## src/hw/pcg_pkg.sv

```systemverilog
// Package: port C register map, fields, reset values and carriers
package pcg_pkg;
	localparam int unsigned WIDTH = 8;
	localparam int unsigned AW    = 4;

	// Register indices on the plain register port
	localparam logic [AW-1:0] OFS_PIN_DATA      = 4'h0;
	localparam logic [AW-1:0] OFS_LATCH         = 4'h1;
	localparam logic [AW-1:0] OFS_DIRECTION     = 4'h2;
	localparam logic [AW-1:0] OFS_ANALOG_SELECT = 4'h3;
	localparam logic [AW-1:0] OFS_FUSE_STATUS   = 4'h4;

	// Reset values: all inputs, analog selected where a select bit exists
	localparam logic [WIDTH-1:0] RST_DIRECTION = 8'hFF;
	localparam logic [WIDTH-1:0] RST_LATCH     = 8'h00;
	localparam logic [WIDTH-1:0] RST_ANALOG    = 8'hFC;
	// Bits that own an analog select bit (bits 1 and 0 have none)
	localparam logic [WIDTH-1:0] ANALOG_IMPL   = 8'hFC;

	// Pin positions of relocatable functions
	localparam int unsigned BIT_TIMER3_CLK = 0;
	localparam int unsigned BIT_CC2        = 1;
	localparam int unsigned BIT_PWM2B      = 0;
	localparam int unsigned BIT_CC3        = 6;

	// Fuse status read-back field positions
	localparam int unsigned FS_T3    = 0;
	localparam int unsigned FS_C2    = 1;
	localparam int unsigned FS_PWM2B = 2;
	localparam int unsigned FS_C3    = 3;

	// Peripheral drive request for one pin group
	typedef struct packed {
		logic [WIDTH-1:0] en;
		logic [WIDTH-1:0] val;
	} pcg_drive_t;

	// Serial unit direction override: force mask and forced direction
	typedef struct packed {
		logic [WIDTH-1:0] force_en;
		logic [WIDTH-1:0] force_dir;
	} pcg_ovr_t;

	// Configuration fuses, zero = relocated
	typedef struct packed {
		logic timer3_clock_relocate_fuse;
		logic capture_compare2_relocate_fuse;
		logic pwm2b_relocate_fuse;
		logic capture_compare3_relocate_fuse;
		logic variant_cc3_on_port_e;
	} pcg_fuse_t;

	// Register port
	typedef struct packed {
		logic [AW-1:0]    addr;
		logic [WIDTH-1:0] wdata;
		logic             wr;
		logic             rd;
	} pcg_bus_t;
endpackage

```

## src/hw/pcg_port_c.sv

```systemverilog
// Port C general-purpose I/O with fuse pin relocation
//
// Overview of operation
// - Eight pins, each independently an input or an output.
// - Direction bit one turns the pin driver off; pin is input.
// - Direction bit zero drives the latch bit onto the pin.
// - Latch has its own address; read-modify-write sees latch values.
// - Timer3 clock input on bit 0 unless its fuse is zero.
// - Capture-compare 2 on bit 1 unless its fuse is zero.
// - Cleared fuses bring PWM2 B to bit 0, unit 3 to bit 6. Unit 3 stays off port C while variant_cc3_on_port_e is set.
// - Serial units may force a pin's direction either way.
// - After reset every pin is an input, analog on bits 7 to 2.
// - Direction reads return stored bits despite any override.
// - Highest fixed priority peripheral wins a shared pin.
// - Analog inputs are active only when analog select is set.
// - Digital peripheral outputs still drive pins in analog mode.
// - Bits 1 and 0 have no analog select; always digital.
// - Data writes go to latch; data reads return pin levels.
// - Analog select one disables the digital input buffer.
//
// Added by the designer: the address-and-strobe port and the register offsets.
`timescale 1ns/1ns
module pcg_port_c (
	input  wire logic                        mclk,
	input  wire logic                        rst_b,
	input  wire pcg_pkg::pcg_bus_t           bus,
	output logic [pcg_pkg::WIDTH-1:0]        rdata,
	input  wire pcg_pkg::pcg_fuse_t          fuse,
	input  wire pcg_pkg::pcg_ovr_t           async_sync_serial_unit,
	input  wire pcg_pkg::pcg_ovr_t           sync_serial_port_unit,
	input  wire pcg_pkg::pcg_drive_t         serial_drive,
	input  wire pcg_pkg::pcg_drive_t         ssp_drive,
	input  wire pcg_pkg::pcg_drive_t         ccp_drive,
	input  wire logic                        capture_compare_unit2,
	input  wire logic                        capture_compare2_oe,
	input  wire logic                        capture_compare_unit3,
	input  wire logic                        capture_compare3_oe,
	input  wire logic                        pwm2_output_b,
	input  wire logic                        pwm2b_oe,
	input  wire logic [pcg_pkg::WIDTH-1:0]   pin_in,
	output logic [pcg_pkg::WIDTH-1:0]        pin_out,
	output logic [pcg_pkg::WIDTH-1:0]        pin_oe,
	output logic [pcg_pkg::WIDTH-1:0]        analog_in_en,
	output logic [pcg_pkg::WIDTH-1:0]        digital_in,
	output logic                             timer3_clock_input,
	output logic                             capture_compare2_in
);
	localparam int unsigned NSRC = 4;

	logic [pcg_pkg::WIDTH-1:0] port_c_latch;
	logic [pcg_pkg::WIDTH-1:0] port_c_direction;
	logic [pcg_pkg::WIDTH-1:0] port_c_analog_select;
	pcg_pkg::pcg_drive_t       reloc_drive;
	pcg_pkg::pcg_drive_t       src [NSRC];
	pcg_pkg::pcg_drive_t       periph;
	logic [pcg_pkg::WIDTH-1:0] eff_dir;
	logic [pcg_pkg::WIDTH-1:0] dig_in;
	logic [pcg_pkg::WIDTH-1:0] next_pin_out;
	logic [pcg_pkg::WIDTH-1:0] next_pin_oe;
	logic [pcg_pkg::WIDTH-1:0] next_rdata;

	////////////////////////////////////////////////////////////////////////
	// Registers

	pcg_regs u_regs (
		.mclk                 (mclk),
		.rst_b                (rst_b),
		.bus                  (bus),
		.port_c_latch         (port_c_latch),
		.port_c_direction     (port_c_direction),
		.port_c_analog_select (port_c_analog_select)
	);

	////////////////////////////////////////////////////////////////////////
	// Relocated functions and priority

	// Functions land here only when their fuse is cleared, or by default
	always_comb begin
		reloc_drive = '0;
		if (fuse.capture_compare2_relocate_fuse) begin
			reloc_drive.en[pcg_pkg::BIT_CC2]  = capture_compare2_oe;
			reloc_drive.val[pcg_pkg::BIT_CC2] = capture_compare_unit2;
		end
		if (!fuse.pwm2b_relocate_fuse) begin
			reloc_drive.en[pcg_pkg::BIT_PWM2B]  = pwm2b_oe;
			reloc_drive.val[pcg_pkg::BIT_PWM2B] = pwm2_output_b;
		end
		// Variant with unit 3 on port E leaves port C untouched
		if (!fuse.capture_compare3_relocate_fuse && !fuse.variant_cc3_on_port_e) begin
			reloc_drive.en[pcg_pkg::BIT_CC3]  = capture_compare3_oe;
			reloc_drive.val[pcg_pkg::BIT_CC3] = capture_compare_unit3;
		end
	end

	assign src[0] = serial_drive;
	assign src[1] = ssp_drive;
	assign src[2] = ccp_drive;
	assign src[3] = reloc_drive;

	pcg_prio_mux #(.NSRC(NSRC)) u_prio (
		.src (src),
		.sel (periph)
	);

	////////////////////////////////////////////////////////////////////////
	// Direction override and pin drive

	// Override changes the effective direction only, never the register
	always_comb begin
		eff_dir = port_c_direction;
		for (int i = 0; i < pcg_pkg::WIDTH; i++) begin
			if (sync_serial_port_unit.force_en[i]) begin
				eff_dir[i] = sync_serial_port_unit.force_dir[i];
			end
			if (async_sync_serial_unit.force_en[i]) begin
				eff_dir[i] = async_sync_serial_unit.force_dir[i];
			end
		end
	end

	// Analog select does not gate outputs
	always_comb begin
		for (int i = 0; i < pcg_pkg::WIDTH; i++) begin
			next_pin_oe[i]  = !eff_dir[i];
			next_pin_out[i] = periph.en[i] ? periph.val[i] : port_c_latch[i];
		end
	end

	always_ff @(posedge mclk or negedge rst_b) begin
		if (!rst_b) begin
			pin_oe  <= '0;
			pin_out <= '0;
		end else begin
			pin_oe  <= next_pin_oe;
			pin_out <= next_pin_out;
		end
	end

	////////////////////////////////////////////////////////////////////////
	// Input path

	assign dig_in = pin_in & ~port_c_analog_select;

	always_ff @(posedge mclk or negedge rst_b) begin
		if (!rst_b) begin
			analog_in_en        <= pcg_pkg::RST_ANALOG;
			digital_in          <= '0;
			timer3_clock_input  <= 1'b0;
			capture_compare2_in <= 1'b0;
		end else begin
			analog_in_en <= port_c_analog_select;
			digital_in   <= dig_in;
			// Relocated away: this port no longer feeds the function
			timer3_clock_input  <= fuse.timer3_clock_relocate_fuse &
				dig_in[pcg_pkg::BIT_TIMER3_CLK];
			capture_compare2_in <= fuse.capture_compare2_relocate_fuse &
				dig_in[pcg_pkg::BIT_CC2];
		end
	end

	////////////////////////////////////////////////////////////////////////
	// Register read-back, one cycle later

	always_comb begin
		next_rdata = '0;
		case (bus.addr)
			pcg_pkg::OFS_PIN_DATA:      next_rdata = dig_in;
			pcg_pkg::OFS_LATCH:         next_rdata = port_c_latch;
			pcg_pkg::OFS_DIRECTION:     next_rdata = port_c_direction;
			pcg_pkg::OFS_ANALOG_SELECT: next_rdata = port_c_analog_select;
			pcg_pkg::OFS_FUSE_STATUS: begin
				next_rdata[pcg_pkg::FS_T3]  = fuse.timer3_clock_relocate_fuse;
				next_rdata[pcg_pkg::FS_C2]  = fuse.capture_compare2_relocate_fuse;
				next_rdata[pcg_pkg::FS_PWM2B] = fuse.pwm2b_relocate_fuse;
				next_rdata[pcg_pkg::FS_C3]  = fuse.capture_compare3_relocate_fuse;
			end
			default:                    next_rdata = '0;
		endcase
	end

	// Data stand only in the cycle after the read strobe
	always_ff @(posedge mclk or negedge rst_b) begin
		if (!rst_b) begin
			rdata <= '0;
		end else begin
			rdata <= bus.rd ? next_rdata : '0;
		end
	end

	////////////////////////////////////////////////////////////////////////
	// Checks

	a_dir_input_off: assert property (@(posedge mclk) disable iff (!rst_b)
		(port_c_direction == 8'hFF && !(|async_sync_serial_unit.force_en) &&
		!(|sync_serial_port_unit.force_en)) |=> pin_oe == 8'h00)
		else $error("input pin driven");

	a_dir_output_latch: assert property (@(posedge mclk) disable iff (!rst_b)
		(!(|periph.en) && !eff_dir[3]) |=> (pin_oe[3] && pin_out[3] == $past(port_c_latch[3])))
		else $error("latch not on output pin");

	a_latch_write: assert property (@(posedge mclk) disable iff (!rst_b)
		(bus.wr && bus.addr == pcg_pkg::OFS_LATCH) |=> port_c_latch == $past(bus.wdata))
		else $error("latch write lost");

	a_data_write_latch: assert property (@(posedge mclk) disable iff (!rst_b)
		(bus.wr && bus.addr == pcg_pkg::OFS_PIN_DATA) ##1 (bus.rd && bus.addr == pcg_pkg::OFS_LATCH)
		|=> rdata == $past(bus.wdata, 2))
		else $error("data write not in latch");

	a_t3_relocate: assert property (@(posedge mclk) disable iff (!rst_b)
		!fuse.timer3_clock_relocate_fuse |=> !timer3_clock_input)
		else $error("timer3 input not relocated");

	a_cc2_drive: assert property (@(posedge mclk) disable iff (!rst_b)
		(fuse.capture_compare2_relocate_fuse && capture_compare2_oe && !(|serial_drive.en[1]) &&
		!ssp_drive.en[1] && !ccp_drive.en[1]) |=> pin_out[1] == $past(capture_compare_unit2))
		else $error("unit 2 not on bit 1");

	a_pwm2b_relocate: assert property (@(posedge mclk) disable iff (!rst_b)
		(fuse.pwm2b_relocate_fuse && fuse.timer3_clock_relocate_fuse && !(|src[0].en[0]) &&
		!src[1].en[0] && !src[2].en[0]) |=> pin_out[0] == $past(port_c_latch[0]))
		else $error("pwm2b on pin while fuse set");

	a_override_dir: assert property (@(posedge mclk) disable iff (!rst_b)
		async_sync_serial_unit.force_en[7] |=> pin_oe[7] == !$past(async_sync_serial_unit.force_dir[7]))
		else $error("serial override ignored");

	a_dir_readback: assert property (@(posedge mclk) disable iff (!rst_b)
		(bus.rd && bus.addr == pcg_pkg::OFS_DIRECTION) |=> rdata == $past(port_c_direction))
		else $error("direction read altered");

	a_priority_win: assert property (@(posedge mclk) disable iff (!rst_b)
		(serial_drive.en[5] && ssp_drive.en[5]) |=> pin_out[5] == $past(serial_drive.val[5]))
		else $error("priority order wrong");

	a_analog_zero: assert property (@(posedge mclk) disable iff (!rst_b)
		port_c_analog_select[4] |=> (!digital_in[4] && analog_in_en[4]))
		else $error("analog pin reads digital");

	a_low_bits_digital: assert property (@(posedge mclk) disable iff (!rst_b)
		port_c_analog_select[1:0] == 2'h0)
		else $error("bits 1..0 analog");
endmodule

```

## src/hw/pcg_prio_mux.sv

```systemverilog
// Fixed-priority selection of peripheral drivers for one port
`timescale 1ns/1ns
module pcg_prio_mux #(
	parameter int unsigned NSRC = 4
) (
	input  wire pcg_pkg::pcg_drive_t src [NSRC],
	output pcg_pkg::pcg_drive_t      sel
);
	// Index 0 has the highest priority
	always_comb begin
		sel = '0;
		for (int p = 0; p < pcg_pkg::WIDTH; p++) begin
			for (int s = NSRC - 1; s >= 0; s--) begin
				if (src[s].en[p]) begin
					sel.en[p]  = 1'b1;
					sel.val[p] = src[s].val[p];
				end
			end
		end
	end
endmodule

```

## src/hw/pcg_regs.sv

```systemverilog
// Port configuration registers: latch, direction, analog select
`timescale 1ns/1ns
module pcg_regs (
	input  wire logic                       mclk,
	input  wire logic                       rst_b,
	input  wire pcg_pkg::pcg_bus_t          bus,
	output logic [pcg_pkg::WIDTH-1:0]       port_c_latch,
	output logic [pcg_pkg::WIDTH-1:0]       port_c_direction,
	output logic [pcg_pkg::WIDTH-1:0]       port_c_analog_select
);
	// Writes to pin data and latch both land in the latch
	always_ff @(posedge mclk or negedge rst_b) begin
		if (!rst_b) begin
			port_c_latch <= pcg_pkg::RST_LATCH;
		end else if (bus.wr && (bus.addr == pcg_pkg::OFS_PIN_DATA ||
				bus.addr == pcg_pkg::OFS_LATCH)) begin
			port_c_latch <= bus.wdata;
		end
	end

	always_ff @(posedge mclk or negedge rst_b) begin
		if (!rst_b) begin
			port_c_direction <= pcg_pkg::RST_DIRECTION;
		end else if (bus.wr && bus.addr == pcg_pkg::OFS_DIRECTION) begin
			port_c_direction <= bus.wdata;
		end
	end

	// Unimplemented select bits stay zero
	always_ff @(posedge mclk or negedge rst_b) begin
		if (!rst_b) begin
			port_c_analog_select <= pcg_pkg::RST_ANALOG;
		end else if (bus.wr && bus.addr == pcg_pkg::OFS_ANALOG_SELECT) begin
			port_c_analog_select <= bus.wdata & pcg_pkg::ANALOG_IMPL;
		end
	end
endmodule
```

## config.mk

```make
export PLATFORM = sky130hd
export DESIGN_NAME = pcg_port_c
export DESIGN_NICKNAME = d
export VERILOG_FILES = /design/src/hw/pcg_pkg.sv /design/src/hw/pcg_port_c.sv /design/src/hw/pcg_prio_mux.sv /design/src/hw/pcg_regs.sv
export SDC_FILE = /design/constraint.sdc
export NUM_CORES = 1
export LEC_CHECK = 0
export BUFFER_PORTS_ARGS = -buffer_cell sky130_fd_sc_hd__buf_2
export CORE_MARGIN = 10
export CORE_UTILIZATION = 44
export DETAILED_ROUTE_END_ITERATION = 12
export PLACE_DENSITY = 0.88
export SLEW_MARGIN = 20
export SYNTH_ARGS = -nofsm -noshare
export SYNTH_HDL_FRONTEND = slang
export SYNTH_SLANG_ARGS = --single-unit
```

## constraint.sdc

```tcl
create_clock -name mclk -period 1.4 [get_ports mclk]
set_input_delay 0.07 -clock mclk [delete_from_list [all_inputs] [get_ports mclk]]
set_output_delay 0.07 -clock mclk [all_outputs]
set_load 0.02 [all_outputs]
```

== After elaboration in Yosys (flattened, before gate mapping) ==
Cells that the tools add are included.

* Bits in registers: 62
* Bits in latches: 0
* Memory bits (writable): 0
* Memory bits (read-only): 0
* Input port bits: 115
* Output and inout bits: 42
* Logic and storage cells: 121
* Memories kept: 0

* Add/sub/neg operators: 0
* $mul: 0
* Div/mod/pow operators: 0
* Magnitude comparators: 0
* Equality and inequality tests: 4
* Shift operators: 0
* Muxes and demuxes: 87
* Bitwise gates (word level): 4
* Reduce and logical (&&, ||, !) cells: 16

{| class="wikitable"
|+ Operator list
! operator !! count
|-
| 2-to-1 mux 1 bit || 84
|-
| one-hot mux 4 bit (5 select lines) || 1
|-
| one-hot mux 4 bit (4 select lines) || 1
|-
| logical NOT 1 bit || 10
|-
| bitwise AND 8 bit || 1
|-
| equality test 4 x 2 -> 1 bit (second input constant) || 2
|-
| 2-to-1 mux 8 bit || 1
|-
| inverter 8 bit || 1
|-
| equality test 4 x 1 -> 1 bit (second input constant) || 1
|-
| equality test 4 x 3 -> 1 bit (second input constant) || 1
|-
| logical AND 1 bit || 4
|-
| logical NOT 4 bit || 1
|-
| bitwise AND 1 bit || 2
|-
| logical OR 1 bit || 1
|}

== Longest topological paths before layout ==
Gate-level depths: netlist of run 1.

* Depth after elaboration: 8
* Depth in mapped cells: 5
* Gate-level depth less buffers: 3

== Cells and area by module ==
From an unflattened synthesis of run 1, not the netlist that was laid out.

* Cell total of the unflattened synthesis: 240
* Area, all modules: 3015.4 sq um

{| class="wikitable"
|+ Modules (own cells, without submodules)
! module !! times used !! cells each !! area an instance (sq um) !! sequential area each (sq um)
|-
| pcg_port_c || 1 || 140 || 1781.7 || 1058.5
|-
| pcg_regs || 1 || 52 || 884.6 || 568.0
|-
| pcg_prio_mux || 1 || 48 || 349.1 || 0.0
|}

== Worst setup path before layout of run 1 ==
No wires, ideal clock.

* Path type: input -> register
* From: input port bus[13] (netlist name)
* To: register u_regs.port_c_latch[0] (netlist name)
* Library setup time: 0.125 ns
* Data arrival time: 1.054 ns
* Required time: 1.275 ns
* Setup slack: 0.221 ns
* Cell stages on the path: 3
* Path buffers: 1
* Path through: buf_4 nor4b_4 mux2_2

* Cells in the longest elaborated chain, start to end: 3
* Elaborated cells on any way between the ends: 4
* Classes of those cells: eq/ne (1); reduce/logical (3)

{| class="wikitable"
|+ RTL lines
! what !! line !! text
|-
| from (decl) || pcg_port_c.sv:26 || <nowiki>input wire pcg_pkg::pcg_bus_t bus,</nowiki>
|-
| equality test 4 x 1 -> 1 bit / logical NOT 4 bit (equally long branches) || pcg_regs.sv:16, pcg_regs.sv:15 ||
|-
| logical OR 1 bit (*) || pcg_regs.sv:15 || <nowiki>end else if (bus.wr && (bus.addr == pcg_pkg::OFS_PIN_DATA ||</nowiki>
|-
| logical AND 1 bit (*) || pcg_regs.sv:15 ||
|-
| to (signal assigned) || pcg_regs.sv:14 || <nowiki>port_c_latch <= pcg_pkg::RST_LATCH;</nowiki>
|-
| to (signal assigned) || pcg_regs.sv:17 || <nowiki>port_c_latch <= bus.wdata;</nowiki>
|-
| to (decl) || pcg_regs.sv:7 || <nowiki>output logic [pcg_pkg::WIDTH-1:0] port_c_latch,</nowiki>
|}

Every way passes the cells marked *; elsewhere a longest branch is shown, timed or not.
A chain may end at the register's enable or synchronous reset.

== Worst setup path after layout of run 1 ==
* From: input port serial_drive[0] (netlist name)
* To: register pin_out[0] (netlist name)

* Cells in the longest elaborated chain, start to end: 2

{| class="wikitable"
|+ RTL lines
! what !! line !! text
|-
| from (decl) || pcg_port_c.sv:31 || <nowiki>input wire pcg_pkg::pcg_drive_t serial_drive,</nowiki>
|-
| 2-to-1 mux 1 bit || pcg_prio_mux.sv:14 || <nowiki>if (src[s].en[p]) begin</nowiki>
|-
| 2-to-1 mux 1 bit || pcg_port_c.sv:125 || <nowiki>next_pin_out[i] = periph.en[i] ? periph.val[i] : port_c_latch[i];</nowiki>
|-
| via next_pin_out (one bit) || pcg_port_c.sv:58 || <nowiki>logic [pcg_pkg::WIDTH-1:0] next_pin_out;</nowiki>
|-
| to (signal assigned) || pcg_port_c.sv:135 || <nowiki>pin_out <= next_pin_out;</nowiki>
|-
| to (decl) || pcg_port_c.sv:41 || <nowiki>output logic [pcg_pkg::WIDTH-1:0] pin_out,</nowiki>
|}

The timed path passes the listed nets, and every way through them passes these cells.

==> metrics.cfg, run 1 <==
[final_layout]
layout_common_cells = 154 x buf_2, 44 x dlygate4sd3_1, 42 x dfrtp_1
nets = 543
n_antenna_cell = 0
multi_input_area_um2 = 1140
nFillCells = 413
final_common_cell = buf_2
syn_to_final_growth_pct = 55.8
drive_above_1_share_pct = 54.7
seq_area_um2 = 1580

[sta]
slew_viol_final = 0
setup_viol = 0
rsz0062_at_grt = no
postLayoutSetupSlackWorst_ps = 94.5
post-route-period-util_pct = 93.2
fin_crit_ps = 1310
fmax_ghz = 0.766
fin_worst_skew_ps = 6.63
finalSetupTns_ps = 0
finalHoldViolCount = 0

[setup_path]
cp.arrival_ps = 1530
end_kind = flip-flop
worstPathRequired_ps = 1620
start_kind = input pin
path_class = input pin to flip-flop
cp_max_fo = 1
r2r_cells = 3

[logic_synthesis]
synth_cell_types = 36
yosysWarnings = 0
synth_area_leaders = dfrtp_1 38%, dfstp_2 19%, mux2_2 13%
synth_area_per_cell_um2 = 12.6
synth_top_area_share_pct = 37.8
ys_ff_latch = 62
synth_area_leader_cell = dfrtp_1
synthCells = 220
synth_area_um2 = 2780
yosysSeqAreaShare_pct = 56.7

[power]
p_comb_share_pct = 20.3
power.internal_mw = 3.88
p_leak_nw = 2.11
p_sw_share_pct = 26.6
p_switching_mw = 1.40
power_frac_seq_pct = 44.2
peakVddDrop_mv = 0.716
clkPwrFrac_pct = 35.5
power_mw = 5.28
p_per_area_nw_per_um2 = 1220

[global_routing]
grt-ovfl-total = 0
grt_pass1_wl_um = 14400
antenna_found_initial = 0
grt_max_degree = 63
grt_pass1_vias = 2899
grt_usage_pct = 18.2

[clock_network]
tritoncts = yes
clockBufferDepth = 2
clkSinkCount = 62
cts_buffers = 9
root_buffer = clkbuf_8
clk_transition_reported_paths_ps = 70
post_cts_buffers = 0
cts_max_level = 3
cts_resized = 0
cts_hold_buffers = 43
clk_latency_ps = 340

[floorplan]
dieWidth_um = 99.5
dieArea_um2 = 9910
rows = 28
initial_core_util_pct = 46.2
dieHeight_um = 99.5
pin_count = 157
core_um2 = 6030

[placed_design]
dp_slack_ps = 110
hpwl_um = 6720
port_buffers = 154
routabilityCongestion = 0.790

[routing]
ant_nets = 0
drt_iter0_drc = 101
route.top_layer_used = met4
via_per_inst = 5.15
num_vias = 2618
m1WireLength_um = 3300
dr.pass1.iters = 5
drc = 0
drt-total-wl_um = 9260
wire_per_inst_um = 18.2
met3_length_um = 748
wl_met2_um = 4910

[outcome]
status = finished, final reports clean

[worst_hold_path]
hold_depth = 2
hold_path.class = input pin to flip-flop

[flow_run]
maxCapViolations = 0

[cell families (layout without fill, tap and decap cells)]
kind of cell / count (synthesis) / count (layout) / synth area share, %
DFF: 62 / 62 / 56.7
and+or+nand+nor: 54 / 54 / 12.7
AOI/OAI and AO/OA: 46 / 46 / 10.1
muxes: 46 / 46 / 18.0
buffers and inverters: 11 / 223 / 2.38
other: 1 / 2 / 0.135
[stage by stage]
stage	hold WS, ps	util [%]	area (µm²)	instances
finish	7.20	71.9	4330	508
global route	5.29	71.9	4330	508
CTS	0.962	71.8	4320	507
detailed placement	112	60.7	3660	448
global placement	101	60.7	3660	448
floorplan	-226	-	2790	221
[layout make-up]
cell class              instances  share of cell area [%]
clock buffers                   9                    2.86
inverters                       2                   0.173
multi-input cells             148                    26.4
well taps                      75                    2.17
repair buffers                205                    29.4
clock inverters                 7                    2.60
flip-flops and latches         62                    36.4
[state kept, by name, summed over array words and instances, names as in the netlist]
name	flops
u_regs.port_c_latch	8
pin_out	8
rdata	8
digital_in	8
capture_compare2_in	1
timer3_clock_input	1
u_regs.port_c_analog_select	6
analog_in_en	6
u_regs.port_c_direction	8
pin_oe	8
[worst paths after layout]
check	end	from	slack [ps]
max	pin_out[0]	serial_drive[0]	90
min	u_regs.port_c_direction[3]	bus[5]	7
max reg2reg	rdata[2]	u_regs.port_c_analog_select[2]	280
min reg2reg	analog_in_en[4]	u_regs.port_c_analog_select[4]	380
max in group asynchronous	analog_in_en[6]	rst_b	810
min in group asynchronous	pin_out[5]	rst_b	280
[Yosys cell counts, drive strengths merged]
cell type   n
nand3       1
nand2      10
o211ai      1
a211o       1
a21oi      17
a211oi      1
dfstp      20
nand2b      2
nand3b      4
o22ai       2
mux2i      13
buf         9
inv         2
nor3        1
mux2       33
conb        1
nor4        1
o21ai      11
and3b       5
nand4       1
a21boi      1
and4b       1
or3b        2
a22oi       7
a311oi      1
dfrtp      42
a32oi       3
nor4b       3
nor2       13
a32o        1
nor2b       8
and2        2
[power by group through the flow]
| stage | logic [mW] | clock network [mW] | registers, mW |
|---|---|---|---|
| 2_1_floorplan | 0.399 | 0 | 2.46 |
| 3_3_place_gp | 0.934 | 0 | 2.36 |
| 3_5_place_dp | 0.971 | 0 | 2.36 |
| 4_1_cts | 1.07 | 1.91 | 2.34 |
| 5_1_grt | 1.17 | 1.99 | 2.37 |
| 6_report | 1.07 | 1.87 | 2.33 |
[per-layer routing]
metal | global-route usage [%] | vias up
li1 | - | 1216
met1 | 18.3 | 1261
met2 | 32.5 | 112
met3 | 6.44 | 29
met4 | 8.82 | 0
met5 | 0 | -
[worst max-delay path, stage by stage]
cell and delay, ps:
dlygate4sd3_1 530, buf_2 120, a21oi_1 160, dlygate4sd3_1 560, o21ai_0 70
Power figures use the tool's default switching activity.
==> run 2, diff against run 1 <==
CTS_BUF_LIST = sky130_fd_sc_hd__clkbuf_16   (was not set)
==> run 2 against run 1 <==
Against the previous run: total power is 11% higher; cell count is 2.0% lower; wire length is 1.1% lower; worst setup slack better by 3.0 ps; largest cell class unchanged; largest power group is now clock.
==> metrics.cfg, run 2 (synthesis results as in run 1) <==
[worst_hold_path]
hold_path.class = input pin to flip-flop

[clock_network]
clk_transition_reported_paths_ps = 50  ; -20 ps
root_buffer = clkbuf_16
tritoncts = yes
clk_latency_ps = 320  ; -20 ps
cts_buffers = 9  ; unchanged
post_cts_buffers = 0  ; unchanged
clockBufferDepth = 2  ; unchanged
cts_max_level = 3  ; unchanged
clkSinkCount = 62  ; unchanged

[floorplan]
dieArea_um2 = 9910  ; unchanged
initial_core_util_pct = 46.2  ; unchanged
core_um2 = 6030  ; unchanged
pin_count = 157  ; unchanged
rows = 28  ; unchanged
dieWidth_um = 99.5  ; unchanged
dieHeight_um = 99.5  ; unchanged

[sta]
slew_viol_final = 0  ; unchanged
fin_worst_skew_ps = 2.58  ; -4.06 ps
fmax_ghz = 0.768  ; +0.23%
finalSetupTns_ps = 0  ; unchanged
post-route-period-util_pct = 93.0  ; -0.22 points
rsz0062_at_grt = no
setup_viol = 0  ; unchanged
hold_ws_ps = 4.08  ; -3.13 ps
fin_crit_ps = 1300  ; -3.03 ps
finalHoldViolCount = 0  ; unchanged
postLayoutSetupSlackWorst_ps = 97.5  ; +3.03 ps

[routing]
ant_nets = 0  ; unchanged
drc = 0  ; unchanged
num_vias = 2540  ; -3.0%
dr.pass1.iters = 4  ; -1
drt_iter0_drc = 102  ; +0.99%
drt-total-wl_um = 9160  ; -1.1%
via_per_inst = 5.10  ; -1.0%
wire_per_inst_um = 18.4  ; +0.92%

[final_layout]
layout_common_cells = 154 x buf_2, 42 x dfrtp_1, 34 x dlygate4sd3_1
syn_to_final_growth_pct = 55.8  ; about the same
nets = 533  ; -1.8%
drive_above_1_share_pct = 56.0  ; +1.3 points
n_antenna_cell = 0  ; unchanged
final_common_cell = buf_2

[power]
peakVddDrop_mv = 1.02  ; +42%
p_leak_nw = 2.11  ; +0.21%
p_per_area_nw_per_um2 = 1350  ; +11%

[placed_design]
hpwl_um = 6720  ; unchanged
routabilityCongestion = 0.790  ; unchanged
dp_slack_ps = 110  ; unchanged
port_buffers = 154  ; unchanged

[global_routing]
antenna_found_initial = 0  ; unchanged
grt-ovfl-total = 0  ; unchanged
grt_pass1_wl_um = 14300  ; -0.76%
grt_max_degree = 63  ; unchanged
grt_pass1_vias = 2888  ; -0.38%
grt_usage_pct = 17.9  ; -0.28 points

[flow_run]
maxCapViolations = 0  ; unchanged

[setup_path]
end_kind = flip-flop
path_class = input pin to flip-flop
start_kind = input pin
cp.arrival_ps = 1500  ; -30 ps
cp_max_fo = 1  ; unchanged
worstPathRequired_ps = 1600  ; -20 ps

[outcome]
status = finished, final reports clean

-- run 2: cell count changes in the layout (fill, tap and decap cells not counted), sizes merged --
cell and delta:
dlygate4sd3 -10
-- run 2: repair_timing --
item	CTS	global route
hold endpoints to repair	64	0
resized for setup	0	0
hold buffers	34	0
-- run 2: where the power goes --
| part | switching, mW | internal (mW) |
|---|---|---|
| Clock | 0.758 | 1.73 |
| Combinational | 0.519 | 0.532 |
| Sequential | 0.176 | 2.16 |
-- run 2: metrics by stage --
stage          util (%)  power [mW]  area (µm²)  instances
3_3_place_gp       60.7        3.29        3660        448
3_5_place_dp       60.7        3.33        3660        448
4_1_cts            71.9        5.92        4340        498
2_1_floorplan         -        2.86        2790        221
5_1_grt            71.9        6.13        4340        498
6_report           71.9        5.87        4340        498
-- run 2: final cells by class --
cell class | instances | area [µm²]
Inverter | 2 | 7.51
Timing Repair Buffer | 195 | 1180
Multi-Input combinational cell | 148 | 1140
Fill cell | 407 | 1690
Clock inverter | 7 | 113
Clock buffer | 9 | 225
Sequential cell | 62 | 1580
Tap cell | 75 | 93.8
-- run 2: metal layers --
layer  vias up  track usage, %  routed length, µm
met3        16            6.85                809
met1      1212            17.7               3190
li1       1196               -                  -
met5         -               0                  0
met2       116            32.4               4950
met4         0            7.83                214
-- run 2: path summary, 6_finish.rpt --
check	cells past startpoint	slack, ps	end	from
min in group asynchronous	3	300	pin_oe[5]	rst_b
worst min register to register	0	380	analog_in_en[4]	u_regs.port_c_analog_select[4]
worst max register to register	3	260	rdata[1]	u_regs.port_c_direction[1]
worst min-delay path	2	4	pin_out[4]	serial_drive[12]
worst max-delay path	5	100	pin_out[0]	serial_drive[0]
max in group asynchronous	3	800	analog_in_en[6]	rst_b
-- run 2: worst max-delay path, stage by stage --
cell	delay (ps)
dlygate4sd3_1	540
buf_2	120
a21oi_1	140
dlygate4sd3_1	560
o21ai_0	70
